===== src/hw/swm_pkg.sv =====
// Purpose: Shared constants and types for the single-wire master bit engine
// Assumes: 250 MHz system clock, open-drain bus with external pull-up
// Notes:   Times are kept in microseconds, cycle counts derived from them
package swm_pkg;

    ////////////////////////////////////////////////////////////////////////
    // Clock and timer geometry
    localparam int CLK_MHZ = 250;
    localparam int TMR_W   = 20;
    localparam int GUARD_W = 3;

    ////////////////////////////////////////////////////////////////////////
    // Times in microseconds
    localparam int T_LOW1_US     = 6;     // Short low pulse: write one / read
    localparam int T_SAMP_US     = 15;    // Sample point within a slot
    localparam int T_LOW0_US     = 60;    // Long low pulse: write zero
    localparam int T_SLOT_US     = 70;    // Whole slot including recovery
    localparam int T_RST_US      = 480;   // Reset low time
    localparam int T_PRES_WIN_US = 60;    // Presence must start within this
    localparam int T_PRES_MIN_US = 60;    // Shortest valid presence pulse
    localparam int T_PRES_MAX_US = 240;   // Longest valid presence pulse
    localparam int T_ALARM_US    = 960;   // Continuous low: alarm pending
    localparam int T_SHORT_US    = 3840;  // Continuous low: short circuit

    ////////////////////////////////////////////////////////////////////////
    // Cycle counts (all exact at 250 MHz)
    localparam logic [TMR_W-1:0] LOW1_CYC     = TMR_W'(T_LOW1_US * CLK_MHZ);
    localparam logic [TMR_W-1:0] SAMP_CYC     = TMR_W'(T_SAMP_US * CLK_MHZ);
    localparam logic [TMR_W-1:0] LOW0_CYC     = TMR_W'(T_LOW0_US * CLK_MHZ);
    localparam logic [TMR_W-1:0] SLOT_CYC     = TMR_W'(T_SLOT_US * CLK_MHZ);
    localparam logic [TMR_W-1:0] RST_CYC      = TMR_W'(T_RST_US * CLK_MHZ);
    localparam logic [TMR_W-1:0] PRES_WIN_CYC = TMR_W'(T_PRES_WIN_US * CLK_MHZ);
    localparam logic [TMR_W-1:0] PRES_MIN_CYC = TMR_W'(T_PRES_MIN_US * CLK_MHZ);
    localparam logic [TMR_W-1:0] PRES_MAX_CYC = TMR_W'(T_PRES_MAX_US * CLK_MHZ);
    localparam logic [TMR_W-1:0] ALARM_CYC    = TMR_W'(T_ALARM_US * CLK_MHZ);
    localparam logic [TMR_W-1:0] SHORT_CYC    = TMR_W'(T_SHORT_US * CLK_MHZ);

    localparam logic [3:0] BYTE_BITS = 4'h8;
    localparam logic [3:0] ONE_BIT   = 4'h1;

    ////////////////////////////////////////////////////////////////////////
    // Operation kinds
    typedef enum logic [1:0] {
        swm_bit_op            = 2'h0,
        swm_byte_op           = 2'h1,
        swm_reset_presence_op = 2'h2
    } swm_op_t;

    // Engine states, one-hot
    typedef enum logic [6:0] {
        S_IDLE      = 7'h01,
        S_BIT_LOW   = 7'h02,
        S_BIT_REL   = 7'h04,
        S_RST_LOW   = 7'h08,
        S_RST_RISE  = 7'h10,
        S_RST_PWAIT = 7'h20,
        S_RST_PULSE = 7'h40
    } swm_state_t;

    // Result of one operation
    typedef struct packed {
        logic       presence;
        logic       alarm;
        logic       short_ckt;
        logic [7:0] data;
    } swm_result_t;

    localparam swm_result_t RES_RST = '0;

endpackage : swm_pkg


===== src/hw/swm_master.sv =====
// Purpose: Single-wire bus master: bit slots, bytes, reset/presence, edge irq
// Assumes: Open-drain line with pull-up; one operation at a time
// Notes:   Long counts are parameters so simulation can shorten them
// Contract
// (RL1) Every bit slot sends one bit and returns the sampled line bit.
// (RL2) A byte is eight back-to-back bit slots, least significant bit first.
// (RL3) A falling edge not caused by the master raises an interrupt request.
// (RL4) A newly attached token pulses low on its own, announcing arrival.
// (RL5) Edges are only flagged while edge detection is enabled.
// (RL6) A token signals alarm only if the last activity was reset/presence.
// (RL7) Alarm reception needs the edge enable plus a prior reset on the bus.
// (RL8) After an alarm the host reads the token's function registers.
// (RL9) With many tokens the host prefers the conditional alarm search.
// (RL10) Presence is a low pulse starting within 60 us, lasting 60..240 us.
// (RL11) Low from 960 us to under 3840 us flags alarm with presence true.
// (RL12) Low for 3840 us or more flags a short with presence false.
// (RL13) The line is only pulled low and own edges are kept from the irq.
// (RL14) Operations use one start/done handshake; results hold until next.
`timescale 1ns/1ps
`default_nettype none

module swm_master #(
    parameter logic [19:0] LOW0_CYC     = swm_pkg::LOW0_CYC,
    parameter logic [19:0] SLOT_CYC     = swm_pkg::SLOT_CYC,
    parameter logic [19:0] RST_CYC      = swm_pkg::RST_CYC,
    parameter logic [19:0] PRES_WIN_CYC = swm_pkg::PRES_WIN_CYC,
    parameter logic [19:0] PRES_MIN_CYC = 20'(PRES_WIN_CYC * swm_pkg::T_PRES_MIN_US
                                              / swm_pkg::T_PRES_WIN_US),
    parameter logic [19:0] PRES_MAX_CYC = 20'(PRES_WIN_CYC * swm_pkg::T_PRES_MAX_US
                                              / swm_pkg::T_PRES_WIN_US),
    parameter logic [19:0] ALARM_CYC    = swm_pkg::ALARM_CYC,
    parameter logic [19:0] SHORT_CYC    = 20'(ALARM_CYC * swm_pkg::T_SHORT_US
                                              / swm_pkg::T_ALARM_US)
) (
    input  wire logic            clk_in,
    input  wire logic            rst_n_in,
    input  wire logic            op_start_in,
    input  wire swm_pkg::swm_op_t op_kind_in,
    input  wire logic [7:0]      op_wdata_in,
    input  wire logic            irq_en_in,
    input  wire logic            irq_clr_in,
    input  wire logic            bus_in,
    output logic                 bus_out,
    output logic                 bus_oe_out,
    output logic                 op_busy_out,
    output logic                 op_done_out,
    output swm_pkg::swm_result_t result_out,
    output logic                 irq_out,
    output logic                 alarm_armed_out
);

    ////////////////////////////////////////////////////////////////////////
    // State and storage
    swm_pkg::swm_state_t  st_ff, nxt_st;
    swm_pkg::swm_op_t     kind_ff;
    swm_pkg::swm_result_t res_ff, nxt_res;
    logic [19:0]          tot_ff;
    logic [19:0]          ph_ff;
    logic [7:0]           sh_ff;
    logic [3:0]           bits_ff;
    logic [3:0]           slots_ff;
    logic [2:0]           busy_hist_ff;
    logic                 rx_ff, oe_ff, busy_ff, done_ff, irq_ff, arm_ff;
    logic                 line_w, fall_w;

    swm_sync_fall u_sync (
        .clk_in   (clk_in),
        .rst_n_in (rst_n_in),
        .d_in     (bus_in),
        .lvl_out  (line_w),
        .fall_out (fall_w)
    );

    ////////////////////////////////////////////////////////////////////////
    // Decode of timing events
    wire        idle_w    = (st_ff == swm_pkg::S_IDLE);
    wire        start_ok  = op_start_in && idle_w;
    wire        in_slot   = (st_ff == swm_pkg::S_BIT_LOW) || (st_ff == swm_pkg::S_BIT_REL);
    wire [19:0] low_len   = sh_ff[0] ? swm_pkg::LOW1_CYC : LOW0_CYC;
    wire        low_end   = (st_ff == swm_pkg::S_BIT_LOW) && (tot_ff == low_len - 20'h1);
    wire        slot_end  = in_slot && (tot_ff == SLOT_CYC - 20'h1);
    wire        samp      = in_slot && (tot_ff == swm_pkg::SAMP_CYC);
    wire        last_bit  = (bits_ff == swm_pkg::ONE_BIT);
    wire        rst_rel   = (st_ff == swm_pkg::S_RST_LOW) && (tot_ff == RST_CYC - 20'h1);
    wire        in_rise   = (st_ff == swm_pkg::S_RST_RISE);
    wire        in_pulse  = (st_ff == swm_pkg::S_RST_PULSE);
    wire        in_pwait  = (st_ff == swm_pkg::S_RST_PWAIT);
    wire        rst_alarm = in_rise && line_w && (tot_ff >= ALARM_CYC);             // RL11
    wire        rst_early = in_rise && line_w && (tot_ff < ALARM_CYC);
    wire        rst_short = (in_rise || in_pulse) && !line_w
                            && (tot_ff >= SHORT_CYC - 20'h1);                       // RL12
    wire        pw_none   = in_pwait && line_w && (ph_ff >= PRES_WIN_CYC - 20'h1);
    wire        pw_fall   = in_pwait && !line_w;
    wire        pulse_end = in_pulse && line_w;
    wire        pres_ok   = (ph_ff >= PRES_MIN_CYC - 20'h1) && (ph_ff < PRES_MAX_CYC); // RL10
    wire        op_fin    = (slot_end && last_bit) || rst_alarm || rst_short
                            || pw_none || pulse_end;
    wire        is_byte   = (kind_ff == swm_pkg::swm_byte_op);
    wire        is_rst    = (kind_ff == swm_pkg::swm_reset_presence_op);
    wire        mask_w    = busy_ff || (|busy_hist_ff);                             // RL13
    wire        irq_set   = fall_w && irq_en_in && !mask_w;                     // RL3 RL4 RL5
    wire [7:0]  sh_next   = {rx_ff, sh_ff[7:1]};                                    // RL2

    ////////////////////////////////////////////////////////////////////////
    // Next state
    always_comb begin
        nxt_st = st_ff;
        case (st_ff)
            swm_pkg::S_IDLE: begin
                if (start_ok) begin
                    nxt_st = (op_kind_in == swm_pkg::swm_reset_presence_op)
                             ? swm_pkg::S_RST_LOW : swm_pkg::S_BIT_LOW;
                end
            end
            swm_pkg::S_BIT_LOW: begin
                if (low_end) begin
                    nxt_st = swm_pkg::S_BIT_REL;
                end
            end
            swm_pkg::S_BIT_REL: begin
                if (slot_end) begin
                    nxt_st = last_bit ? swm_pkg::S_IDLE : swm_pkg::S_BIT_LOW;      // RL2
                end
            end
            swm_pkg::S_RST_LOW: begin
                if (rst_rel) begin
                    nxt_st = swm_pkg::S_RST_RISE;
                end
            end
            swm_pkg::S_RST_RISE: begin
                if (rst_alarm || rst_short) begin
                    nxt_st = swm_pkg::S_IDLE;
                end else if (rst_early) begin
                    nxt_st = swm_pkg::S_RST_PWAIT;
                end
            end
            swm_pkg::S_RST_PWAIT: begin
                if (pw_none) begin
                    nxt_st = swm_pkg::S_IDLE;
                end else if (pw_fall) begin
                    nxt_st = swm_pkg::S_RST_PULSE;
                end
            end
            swm_pkg::S_RST_PULSE: begin
                if (pulse_end || rst_short) begin
                    nxt_st = swm_pkg::S_IDLE;
                end
            end
            default: nxt_st = swm_pkg::S_IDLE;
        endcase
    end

    // Result assembly at the end of an operation
    always_comb begin
        nxt_res           = res_ff;
        nxt_res.presence  = 1'b0;
        nxt_res.alarm     = 1'b0;
        nxt_res.short_ckt = 1'b0;
        nxt_res.data      = 8'h00;
        if (is_rst) begin
            nxt_res.presence  = rst_alarm || (pulse_end && pres_ok);               // RL10 RL11
            nxt_res.alarm     = rst_alarm;
            nxt_res.short_ckt = rst_short;                                          // RL12
        end else if (is_byte) begin
            nxt_res.data = sh_next;                                                 // RL2
        end else begin
            nxt_res.data = {7'h00, rx_ff};                                          // RL1
        end
    end

    ////////////////////////////////////////////////////////////////////////
    // Engine registers
    always_ff @(posedge clk_in or negedge rst_n_in) begin
        if (!rst_n_in) begin
            st_ff   <= swm_pkg::S_IDLE;
            kind_ff <= swm_pkg::swm_bit_op;
            tot_ff  <= 20'h00000;
            ph_ff   <= 20'h00000;
            oe_ff   <= 1'b0;
            busy_ff <= 1'b0;
        end else begin
            st_ff   <= nxt_st;
            kind_ff <= start_ok ? op_kind_in : kind_ff;
            tot_ff  <= (start_ok || slot_end) ? 20'h00000 : tot_ff + 20'h1;
            ph_ff   <= (nxt_st != st_ff) ? 20'h00000 : ph_ff + 20'h1;
            oe_ff   <= (nxt_st == swm_pkg::S_BIT_LOW) || (nxt_st == swm_pkg::S_RST_LOW); // RL13
            busy_ff <= (nxt_st != swm_pkg::S_IDLE);
        end
    end

    // Bit shifting and sampling, LSB out first
    always_ff @(posedge clk_in or negedge rst_n_in) begin
        if (!rst_n_in) begin
            sh_ff    <= 8'h00;
            bits_ff  <= 4'h0;
            rx_ff    <= 1'b1;
            slots_ff <= 4'h0;
        end else begin
            rx_ff <= samp ? line_w : rx_ff;                                         // RL1
            if (start_ok) begin
                sh_ff    <= op_wdata_in;
                bits_ff  <= (op_kind_in == swm_pkg::swm_byte_op)
                            ? swm_pkg::BYTE_BITS : swm_pkg::ONE_BIT;                // RL2
                slots_ff <= 4'h0;
            end else if (slot_end) begin
                sh_ff    <= sh_next;
                bits_ff  <= bits_ff - 4'h1;
                slots_ff <= slots_ff + 4'h1;
            end
        end
    end

    // Handshake, result hold, edge irq and alarm arming
    always_ff @(posedge clk_in or negedge rst_n_in) begin
        if (!rst_n_in) begin
            res_ff       <= swm_pkg::RES_RST;
            done_ff      <= 1'b0;
            irq_ff       <= 1'b0;
            arm_ff       <= 1'b0;
            busy_hist_ff <= 3'h0;
        end else begin
            res_ff       <= op_fin ? nxt_res : res_ff;                              // RL14
            done_ff      <= op_fin;                                                 // RL14
            irq_ff       <= irq_set || (irq_ff && !irq_clr_in);                     // RL3
            busy_hist_ff <= {busy_hist_ff[1:0], busy_ff};
            // Tokens only alarm after reset/presence; any slot disarms them
            if (op_fin && is_rst) begin
                arm_ff <= nxt_res.presence;                                         // RL7 RL6
            end else if (start_ok && (op_kind_in != swm_pkg::swm_reset_presence_op)) begin
                arm_ff <= 1'b0;
            end
        end
    end

    ////////////////////////////////////////////////////////////////////////
    // Outputs
    assign bus_out         = 1'b0;  // Open drain: only ever pulls low
    assign bus_oe_out      = oe_ff;
    assign op_busy_out     = busy_ff;
    assign op_done_out     = done_ff;
    assign result_out      = res_ff;
    assign irq_out         = irq_ff;
    assign alarm_armed_out = arm_ff;
endmodule : swm_master

`default_nettype wire


===== src/hw/swm_sync_fall.sv =====
// Purpose: Two-flop synchroniser for the bus line with falling-edge detect
// Assumes: Input is asynchronous to clk_in
// Notes:   First stage feeds only the second stage
`timescale 1ns/1ps
`default_nettype none

module swm_sync_fall (
    input  wire logic clk_in,
    input  wire logic rst_n_in,
    input  wire logic d_in,
    output logic      lvl_out,
    output logic      fall_out
);

    logic meta_ff;
    logic lvl_ff;
    logic prev_ff;

    ////////////////////////////////////////////////////////////////////////
    // Idle bus reads high, so reset to one
    always_ff @(posedge clk_in or negedge rst_n_in) begin
        if (!rst_n_in) begin
            meta_ff <= 1'b1;
            lvl_ff  <= 1'b1;
            prev_ff <= 1'b1;
        end else begin
            meta_ff <= d_in;
            lvl_ff  <= meta_ff;
            prev_ff <= lvl_ff;
        end
    end

    // Edge taken from settled stages only
    assign lvl_out  = lvl_ff;
    assign fall_out = prev_ff & ~lvl_ff;

endmodule : swm_sync_fall

`default_nettype wire

===== config.mk =====
export PLATFORM = sky130hd
export DESIGN_NAME = swm_master
export DESIGN_NICKNAME = d
export VERILOG_FILES = /design/src/hw/swm_pkg.sv /design/src/hw/swm_master.sv /design/src/hw/swm_sync_fall.sv
export SDC_FILE = /design/constraint.sdc
export NUM_CORES = 1
export LEC_CHECK = 0
export ABC_CLOCK_PERIOD_IN_PS = 2910
export BUFFER_PORTS_ARGS = -buffer_cell sky130_fd_sc_hd__buf_2
export CAP_MARGIN = 20
export CORE_ASPECT_RATIO = 0.75
export CORE_UTILIZATION = 32
export DETAILED_ROUTE_END_ITERATION = 10
export GPL_TIMING_DRIVEN = 0
export SLEW_MARGIN = 40
export SYNTH_ARGS = -nofsm -noshare
export SYNTH_HDL_FRONTEND = slang
export SYNTH_SLANG_ARGS = --single-unit
export TNS_END_PERCENT = 20

===== constraint.sdc =====
create_clock -name clk_in -period 2.91 [get_ports clk_in]
set_input_delay 0.4365 -clock clk_in [delete_from_list [all_inputs] [get_ports clk_in]]
set_output_delay 0.4365 -clock clk_in [all_outputs]
set_load 0.005 [all_outputs]

== Word level (Yosys, flattened, before mapping) ==
Cells that the tools add are included.
Storage, ports and cells
  register bits: 84
  output and inout bits: 17
Operators by class
  add/subtract/negate cells: 4
  $lt $le $gt $ge: 5
  eq/ne operators: 21
  muxes and demuxes: 25
  bitwise logic cells: 2
  reductions and logical operators: 41
Operators by type and width (count)
  $mux W7: 9
  $pmux W7 S7: 1
  $add A20 B1 Y20 const B: 2
  $mux W20: 2
  $mux W8: 4
  $logic_and A1 B1 Y1: 22
  $eq A20 B12 Y1 const B: 1
  $eq A20 B15 Y1 const B: 1
  $eq A20 B17 Y1 const B: 1
  $eq A20 B20 Y1: 1
  $ge A20 B14 Y1 const B: 1
  $ge A20 B18 Y1 const B: 1
  $ge A20 B20 Y1 const B: 1
  $lt A20 B16 Y1 const B: 1
  $lt A20 B18 Y1 const B: 1
  $mux W4: 4
  $sub A14 B1 Y15 const B: 1
  $eq A7 B2 Y1 const B: 2
  $eq A7 B4 Y1 const B: 2
  $mux W14: 1
  $logic_or A1 B1 Y1: 13
  $eq A7 B1 Y1 const B: 1
  $eq A7 B3 Y1 const B: 1
  $eq A7 B5 Y1 const B: 1
  other kinds (17): 23

== Logic depth before layout (Yosys ltp) ==
Gate-level depths: netlist of the first run.
  depth after elaboration: 10
  mapped depth: 10
  gate-level depth less buffers: 8

== By module ==
A second synthesis of the first run with hierarchy kept.
Second synthesis, totals
  cells, all modules: 521
  area total of the unflattened synthesis: 5123.7 µm²
Modules (own cells, without submodules)
  swm_master: instances 1, cells each 517, area each 5031.1 µm², seq. area each 2029.4 µm²
  swm_sync_fall: instances 1, cells each 4, area each 92.6 µm², seq. area each 78.8 µm²

== Worst setup path before layout of the first run ==
Ideal clock, no wire load.
  path kind: register to register
  start: register tot_ff[1]
  end: register ph_ff[12]
  data arrival time: 2.064 ns
  data required time: 2.791 ns
  path slack: 0.726 ns
  cell stages (with the launch flop): 10
  path buffers: 1
  clock period less this slack: 2.184 ns
  cell sequence: dfrtp_1 ha_1 nand4_1 o41ai_2 o2111ai_4 o21ai_2 o41ai_2 nand4_2 buf_6 nor2_2
On the way
  cells in the longest elaborated chain, start to end: 7
  elaborated cells between the ends (all ways): 23
RTL lines
  start: declaration: line swm_master.sv:57  | logic [19:0] tot_ff;
  start signal: assignment: line swm_master.sv:184  | tot_ff <= (start_ok || slot_end) ? 20'h00000 : tot_ff + 20'h1;
  $lt A20 B18 Y1 (tied with other cells): line swm_master.sv:89  | wire rst_early = in_rise && line_w && (tot_ff < ALARM_CYC);
  $logic_and A1 B1 Y1, on equally long branches: line swm_master.sv:89, swm_master.sv:88, swm_master.sv:91
  $mux W7 (tied with other cells): line swm_master.sv:133  | end else if (rst_early) begin
  $mux W7, on equally long branches: line swm_master.sv:131, swm_master.sv:145
  $pmux W7 S7 (*): line swm_master.sv:108  | case (st_ff)
  $ne A7 B7 Y1 (*): line swm_master.sv:185  | ph_ff <= (nxt_st != st_ff) ? 20'h00000 : ph_ff + 20'h1;
  $mux W20 (*): line swm_master.sv:185
  end signal: assignment: line swm_master.sv:185
  end: declaration: line swm_master.sv:58  | logic [19:0] ph_ff;
Mark *: on every way between the ends. The rest lies on a longest branch, timed or not.
A chain may end at the register's enable or synchronous reset.

== Final worst setup path of the first run ==
  start: register tot_ff[7]
  end: register ph_ff[6]
Same word-level chain as after synthesis.

==> metrics.txt, run 1 <==
largest net degree at the start of global routing=54; std cell rows=37; CTS sink cnt=84; crit-path cells=clkbuf_1 > a211oi_1 > nor4b_1 > o211ai_1 > o21ai_2 > o41ai_2 > nand4_2 > buf_6 > nor2_2; num ports=33; Hold WC Path Type=input pin to register; initial antenna violation count=0; Max Clock Skew=slightly below 0.006 ns; Yosys top cell area share=between 40 and 50%; Layout area overhead=16.2%; TritonCTS buffer count=9; count of final setup violators=0; synth top area cells=dfrtp_1 42%, nand2_1 4.2%, xor2_1 4.1%; Max Fclk=392 MHz; CTS max path bufs=2; Leak=between 2 and 2.5 nW; total power divided by cell area=around 680 nW/um2; syn avg cell area=around 9.7 um2; asr flop ratio synth=100%; worst hold margin=between 0.15 and 0.2 ns; number of synthesized flops with an enable pin=0; vias per std cell=between 4 and 5; Max rail drop VDD=a little under 0.3 mV; Post-Synthesis Net Count=between 500 and 600; Setup TNS=0 ns; vias post-DR=3551; Critical-path top delay cell=o211ai_1; worst-margin pin slew=0.679 ns; Seq cells post-synth=84; I/O Buffers=31; CP Class=register to register; layout cells sized above 1=22.5%; CTS tree=done; worst path arrival time=2.83 ns; final global-route overflow total=0; Worst-Skew Late Latency=between 0.3 and 0.4 ns; Post-Syn Instances=~490; CTS Root Cell=clkbuf_16; crit path max fanout=10; post-synthesis sequential area ratio=45.0%; CP peak stage delay=~0.44 ns; distinct cell type count after synthesis=70; total power=roughly 3.7 mW; Total Wirelength=~10000 um; First-pass DRT Iterations=4; WP buf/inv=2; CORE AREA=14000 um2; first-pass GRT wire length=17700 um; Clock transition at path regs=0.06 ns; top-count cell post-synth=dfrtp_1; synth cell count leaders=79 x dfrtp_1, 52 x nand2_1, 45 x nor2_1; WP data required=~3.2 ns; endpoint class of the critical path=register; Slew Limit Fails=0; PostCTS Resize Cnt=0; cell taking the most area after synthesis=dfrtp_1; RSZ-0062 raised after global routing=no; nets@finish=between 500 and 600; # Post-CTS Setup Buffers=0; die width=roughly 140 um; die footprint=15100 um2; DRC Markers=0; final hold violation count=0; ant diodes=0; max_cap viols=0; vias in the first global route=about 3500; critical path's top delay family=compound AO/OA/AOI/OAI gates; Final HPWL DP=7620 um; Die H=107 um; outcome=finished clean; GRT Util Overall=~15%; Antenna Violating Nets Remaining=0; initial DRC count=~220; Final Critical Period=about 2.6 ns; period utilization=87.7%; Avg WL per Cell=14.2 um; startpoint type of the worst setup path=register; Yosys warning total=0; slew margin rel.=54.1%; Initial Util=about a third; H-tree Lvls=3; synthesized cell area=about 4700 um2; Placer Congestion=0.863; leading register cell type out of synthesis=dfrtp_1
==> cell families after synthesis <==
kind of cell	synth area share, %
xor+xnor	7.47
mux	2.43
fa+ha+maj	1.60
other cells	0.0800
buf+inv	6.06
flops	45.0
compound gates	11.2
simple gates	26.2
==> metal layers <==
metal	GRT usage, %	wire [um]	vias up
met4	4.38	125	0
li1	-	-	1761
met2	21.0	4060	78
met1	22.7	5590	1700
met3	3.17	549	12
met5	0	0	-
==> cell usage in the layout (no fill, tap or decap), types with 4 or more instances in the layout <==
cell type	instances
a21oi_1	10
and3_1	8
and3_2	4
buf_2	35
buf_4	6
buf_6	8
clkbuf_1	6
clkbuf_16	9
clkinvlp_4	4
dfrtp_1	79
dfstp_2	5
ha_1	6
inv_1	19
mux2i_1	8
nand2_1	52
nand2b_1	4
nand3_1	22
nand4_1	10
nand4b_1	4
nor2_1	45
nor2_2	20
nor2b_1	5
nor3_1	9
nor4_1	9
o21ai_0	21
o21ai_1	8
or2_2	4
or3_1	6
xnor2_1	18
xor2_1	22
==> report_power, final <==
group          total [mW]  switching (mW)  internal (mW)
Clock                1.22           0.475          0.746
Sequential           1.51           0.161           1.35
Combinational       0.992           0.600          0.392
==> metrics by stage <==
stage          cells  cell area, um2  util (%)  setup slack (ns)
6_report         728            5450      38.9             0.358
5_1_grt          728            5450      38.9             0.135
4_1_cts          728            5450      38.9             0.379
3_5_place_dp     712            5120      36.6             0.387
3_3_place_gp     711            5090      36.4             0.387
2_1_floorplan    485            4690         -             0.726
==> area by class of cell <==
| type | instances | area (um2) |
|---|---|---|
| Buffer | 27 | 213 |
| Clock inverter | 6 | 90.1 |
| Tap cell | 195 | 244 |
| Multi-Input combinational cell | 355 | 2290 |
| Inverter | 19 | 71.3 |
| Sequential cell | 84 | 2110 |
| Fill cell | 1400 | 8540 |
| Timing Repair Buffer | 33 | 199 |
| Clock buffer | 9 | 225 |
==> flip-flops by register name, indices dropped and copies added (netlist names) <==
name	flops
busy_hist_ff	3
rx_ff	1
u_sync.meta_ff	1
op_busy_out	1
u_sync.lvl_out	1
bus_oe_out	1
irq_out	1
sh_ff	8
bits_ff	4
op_done_out	1
tot_ff	20
ph_ff	20
u_sync.prev_ff	1
result_out	11
st_ff	7
kind_ff	2
alarm_armed_out	1
==> worst paths after layout <==
kind / start / to / slack, ns / depth (start not counted)
setup / recovery: tot_ff[7] / ph_ff[6] / 0.36 / 9
hold / removal: bus_in / u_sync.meta_ff / 0.19 / 1
setup reg to reg: tot_ff[7] / ph_ff[6] / 0.36 / 9
hold reg to reg: u_sync.meta_ff / u_sync.lvl_out / 0.36 / 0
max in group asynchronous: rst_n_in / rx_ff / 1.75 / 3
min in group asynchronous: rst_n_in / tot_ff[12] / 0.55 / 2
==> repair_timing <==
action,in CTS,in global routing
setup endpoints to repair,0,0
endpoints found under the hold margin,27,0
hold buffers,1,0
Note: power is estimated with default switching activity, not from simulation.
==> inputs of run 2 (changes only) <==
CELL_PAD_IN_SITES_DETAIL_PLACEMENT = 0   (was default)
CELL_PAD_IN_SITES_GLOBAL_PLACEMENT = 1   (was default)
PLACE_DENSITY_LB_ADDON = 0.1   (was default)
==> run 2 against run 1 <==
Effect of this change:
- sequential cell count unchanged
- sequential share of layout area up 0.36 points
- global-route usage up 0.13 points
- sequential power about the same
- hold slack worse by 0.19 ns
- critical path type unchanged
- largest cell class unchanged
- largest power group unchanged
==> metrics.txt, run 2 (synthesized netlist as in run 1, its figures left out) <==
Placer Congestion=0.778 (-9.8%); CTS max path bufs=2 (unchanged); TritonCTS buffer count=9 (unchanged); DRC Markers=0 (unchanged); Hold WC Path Type=input pin to async pin; initial DRC count=180 (-19%); Hold Buf Count CTS=0 (-1); Total Wirelength=10800 um (+4.2%); Die H=107 um (unchanged); I/O Buffers=31 (unchanged); Initial Util=33.5% (unchanged); H-tree Lvls=3 (unchanged); R2R Setup Slk=0.38 ns (+0.02 ns); Critical-path top delay cell=o41ai_2; Antenna Violating Nets Remaining=0 (unchanged); outcome=finished clean; vias post-DR=3517 (-0.96%); First-pass DRT Iterations=4 (unchanged); WP data required=3.13 ns (-0.05 ns); RSZ-0062 raised after global routing=no; CTS sink cnt=84 (unchanged); worst path arrival time=2.75 ns (-0.08 ns); Clk pwr share=29.9% (-2.9 points); Final HPWL DP=7750 um (+1.8%); Slew Limit Fails=0 (unchanged); PostCTS Resize Cnt=0 (unchanged); internal power=2.32 mW (-6.7%); Max rail drop VDD=0.293 mV (-1.7%); commonest non-fill, non-tap cell in the layout=dfrtp_1; slew margin rel.=60.8% (+6.7 points); num ports=33 (unchanged); largest net degree at the start of global routing=44 (-19%); CTS tree=done; endpoint class of the critical path=register; Max Fclk=395 MHz (+0.92%); period utilization=86.9% (-0.80 points); Critical R2R Capture=ph_ff[3]; crit path max fanout=10 (unchanged); Layout area overhead=15.1%; CP Class=register to register; std cell rows=37 (unchanged); vias in the first global route=3312 (-4.6%); nets@finish=550 (-0.18%); final global-route overflow total=0 (unchanged); GRT Util Overall=15.1% (+0.13 points); fill count=1440 (+2.9%); Reg area=2110 um2 (unchanged); initial antenna violation count=0 (unchanged); startpoint type of the worst setup path=register; first-pass GRT wire length=17700 um (+0.15%); Final Critical Period=2.53 ns (-0.0233 ns); CORE AREA=14000 um2 (unchanged); most frequent CP cell=o41ai_2; worst hold margin=0.00860 ns (-0.186 ns); Worst-Skew Late Latency=0.34 ns (about the same); RR Startpoint=tot_ff[1]; Avg WL per Cell=14.8 um (+4.2%); ant diodes=0 (unchanged); final hold violation count=0 (unchanged); FF-to-FF path depth=9 (unchanged); die width=142 um (unchanged); CP peak stage delay=0.48 ns (+0.04 ns); sequential cell fraction of total power=42.2% (+1.6 points); vias per std cell=4.83 (-0.96%); Leak=2.33 nW (-0.67%); most frequent cells in the layout=79 x dfrtp_1, 52 x nand2_1, 45 x nor2_1; count of final setup violators=0 (unchanged); die footprint=15100 um2 (unchanged); Max Clock Skew=0.0114 ns (+0.00554 ns); worst-margin pin slew=0.580 ns (-0.0987 ns); sw frac=35.1% (+2.0 points); power share of the combinational group=27.9% (+1.3 points); layout cells sized above 1=22.7% (+0.19 points); CTS Root Cell=clkbuf_16; Multi-input gate area=2290 um2 (unchanged); Switching Power=1.26 mW (+1.8%); # Post-CTS Setup Buffers=0 (unchanged); max_cap viols=0 (unchanged); Setup TNS=0 ns (unchanged); total power divided by cell area=664 nW/um2 (-3.0%); Clock transition at path regs=0.06 ns (about the same); crit-path cells=ha_1 > nand4_1 > o41ai_2 > o2111ai_4 > o21ai_2 > o41ai_2 > nand4_2 > buf_6 > nor2_2
run 2: metrics by stage:
stage	cell area, um2	power (mW)	instances	worst slack, ns	utilization, %
6_report	5400	3.58	728	0.381	38.6
5_1_grt	5400	3.82	728	0.170	38.6
4_1_cts	5400	3.64	728	0.366	38.6
3_5_place_dp	5120	2.54	712	0.377	36.6
3_3_place_gp	5090	2.54	711	0.362	36.4
2_1_floorplan	4690	2.23	485	0.726	-
run 2: power groups by stage:
stage	clock, mW	combinational (mW)	sequential, mW
after detailed placement	0	1.01	1.53
final	1.07	1.00	1.51
after floorplan	0	0.749	1.48
after global placement	0	1.01	1.53
after CTS	1.12	1.02	1.51
after global routing	1.16	1.13	1.54
run 2: critical path, delay by kind of cell (launching register included):
family / cells / cell delay [ns]
flops: 1 / 0.42
buf+inv: 1 / 0.19
compound gates: 4 / 1.12
fa+ha+maj: 1 / 0.25
simple gates: 3 / 0.42
run 2: how the worst max path moves through the flow:
| stage | slack, ns | end | cells past startpoint | start |
|---|---|---|---|---|
| finish | 0.38 | ph_ff[3] | 9 | tot_ff[1] |
| global route | 0.17 | ph_ff[3] | 9 | tot_ff[1] |
| CTS | 0.37 | ph_ff[3] | 9 | tot_ff[1] |
| detailed placement | 0.38 | ph_ff[16] | 9 | tot_ff[1] |
| global placement | 0.36 | ph_ff[7] | 9 | tot_ff[1] |
| floorplan | 0.73 | ph_ff[12] | 9 | tot_ff[1] |
run 2: metal layers:
| layer | up-vias | share of wire [%] | global-route usage [%] |
|---|---|---|---|
| li1 | 1756 | - | - |
| met1 | 1695 | 55 | 23.3 |
| met2 | 58 | 40 | 20.8 |
| met3 | 8 | 4.0 | 3.39 |
| met4 | 0 | 0.97 | 3.69 |
| met5 | - | 0 | 0 |
run 2: layout make-up:
cell class                      instances  area share, %
Clock buffer                            9           4.17
Sequential cell                        84           39.1
Timing Repair Buffer                   32           3.50
Inverter                               19           1.32
Tap cell                              195           4.52
Multi-Input combinational cell        355           42.5
Buffer                                 27           3.94
Clock inverter                          7          0.928
==> inputs of run 3 (changes only) <==
CORE_ASPECT_RATIO = 1.1   (was 0.75)
==> run 3 against run 2 <==
Effect of this change:
- the run now ends with negative hold slack left
- critical path depth increased by 1
- clock-buffer cell count rose by 2
- non-clock buffer count unchanged
- via count rose by 0.31%
- clock power increased by 11%
- final area up 0.46%
- critical path type unchanged
- critical endpoint is now ph_ff[5]
- highest routed layer unchanged
==> metrics.txt, run 3 (synthesized netlist as in run 1, its figures left out) <==
Total Wirelength=10700 um (-0.24%); # Post-CTS Setup Buffers=0 (unchanged); Setup TNS=0 ns (unchanged); H-tree Lvls=3 (unchanged); num ports=33 (unchanged); CORE AREA=14400 um2 (+2.9%); slew margin rel.=54.7% (-6.1 points); pre-CTS setup slack=0.226 ns (-0.151 ns); Reg area=2110 um2 (unchanged); CTS max path bufs=2 (unchanged); first-pass GRT wire length=18300 um (+3.5%); wl on met1=5160 um (-12%); layout cells sized above 1=22.5% (-0.19 points); vias in the first global route=3541 (+6.9%); vias per std cell=4.87 (+0.73%); crit-path cells=buf_6 > or3_1 > nor4_1 > and4_1 > buf_4 > a32o_1 > o21bai_1 > nand4_2 > buf_6 > nor2_2; final worst slack=0.296 ns (-0.0855 ns); RR Startpoint=st_ff[5]; RSZ-0062 raised after global routing=no; initial DRC count=204 (+13%); vias post-DR=3528 (+0.31%); Top Layer Used=met4; Slew Limit Fails=0 (unchanged); Final Critical Period=2.61 ns (+0.0855 ns); FF-to-FF path depth=10 (+1); largest net degree at the start of global routing=45 (+2.3%); worst path arrival time=2.85 ns (+0.10 ns); CTS Root Cell=clkbuf_16; outcome=finished with violations; endpoint class of the critical path=register; initial antenna violation count=0 (unchanged); nets@finish=550 (unchanged); most frequent cells in the layout=79 x dfrtp_1, 52 x nand2_1, 45 x nor2_1; Hold WC Path Type=input pin to async pin; worst-margin pin slew=0.670 ns (+0.0902 ns); Initial Util=32.6% (-0.95 points); final global-route overflow total=0 (unchanged); Leak=2.34 nW (+0.42%); std cell rows=46 (+24%); CTS tree=done; Hold Buf Count CTS=0 (unchanged); fill count=1494 (+3.8%); Critical R2R Capture=ph_ff[5]; CTS sink cnt=84 (unchanged); CP peak stage delay=0.49 ns (about the same); Multi-input gate area=2290 um2 (unchanged); R2R Setup Slk=0.30 ns (-0.09 ns); die footprint=15100 um2 (about the same); count of final setup violators=0 (unchanged); Max Clock Skew=0.00808 ns (-0.00337 ns); First-pass DRT Iterations=4 (unchanged); period utilization=89.8% (+2.9 points); Clock transition at path regs=0.06 ns (about the same); crit path max fanout=10 (unchanged); CP Class=register to register; PostCTS Resize Cnt=0 (unchanged); met2 wire length=5100 um (+18%); Die H=129 um (+21%); met3 wire length=270 um (-37%); most frequent CP cell=buf_6; WP data required=3.15 ns (+0.02 ns); total power divided by cell area=679 nW/um2 (+2.3%); violated checks=negative hold slack; Final HPWL DP=7700 um (-0.74%); Antenna Violating Nets Remaining=0 (unchanged); worst hold margin=-0.00749 ns (-0.0161 ns); Layout area overhead=15.6%; DRC Markers=0 (unchanged); Max rail drop VDD=0.294 mV (+0.55%); Worst-Skew Late Latency=0.35 ns (about the same); Avg WL per Cell=14.8 um (+0.17%); max_cap viols=0 (unchanged); I/O Buffers=31 (unchanged); Placer Congestion=0.805 (+3.5%); TritonCTS buffer count=9 (unchanged); commonest non-fill, non-tap cell in the layout=dfrtp_1; startpoint type of the worst setup path=register; Critical-path top delay cell=nor4_1; final hold violation count=3 (+3); die width=117 um (-17%); Max Fclk=383 MHz (-3.3%); GRT Util Overall=15.4% (+0.35 points); ant diodes=0 (unchanged)
## run 3: through the flow
step | power [mW] | hold slack [ns] | instance area, um2 | std cells | utilization [%]
final | 3.68 | -0.00749 | 5420 | 725 | 37.7
after global routing | 3.92 | 0.0263 | 5420 | 725 | 37.7
after CTS | 3.75 | 0.0124 | 5420 | 725 | 37.7
after detailed placement | 2.54 | 0.348 | 5120 | 709 | 35.6
after global placement | 2.53 | 0.346 | 5080 | 708 | 35.3
after floorplan | 2.23 | 0.141 | 4690 | 485 | -
## run 3: routing by layer
metal / up-vias / track usage, %
li1: 1768 / -
met1: 1695 / 20.1
met2: 50 / 24.9
met3: 15 / 2.39
met4: 0 / 8.10
met5: - / 0
## run 3: worst max-delay path by stage
stage,from,end,slack [ns],cells past startpoint
3_3_place_gp,st_ff[5],ph_ff[3],0.23,10
2_1_floorplan,tot_ff[1],ph_ff[12],0.73,9
6_report,st_ff[5],ph_ff[5],0.30,10
4_1_cts,st_ff[5],ph_ff[5],0.20,10
3_5_place_dp,st_ff[5],ph_ff[3],0.23,10
5_1_grt,st_ff[4],ph_ff[16],0.06,10
## run 3: where the power goes
| group | leakage, nW | switching [mW] | internal (mW) | total, mW |
|---|---|---|---|---|
| clock network | 0.138 | 0.495 | 0.690 | 1.19 |
| registers | 1.12 | 0.156 | 1.35 | 1.51 |
| logic | 1.09 | 0.597 | 0.391 | 0.989 |
| total | 2.34 | 1.25 | 2.43 | 3.68 |
## run 3: cell type report
class | instances | area share [%]
Clock buffer | 11 | 4.48
Clock inverter | 5 | 1.13
Sequential cell | 84 | 38.9
Multi-Input combinational cell | 355 | 42.3
Tap cell | 192 | 4.43
Inverter | 19 | 1.32
Timing Repair Buffer | 32 | 3.49
Buffer | 27 | 3.92
## run 3: critical path: cells and delay by family (launching register included)
family | cells | cell delay (ns)
buf+inv | 3 | 0.49
compound gates | 2 | 0.29
simple gates | 5 | 1.34
flops | 1 | 0.37
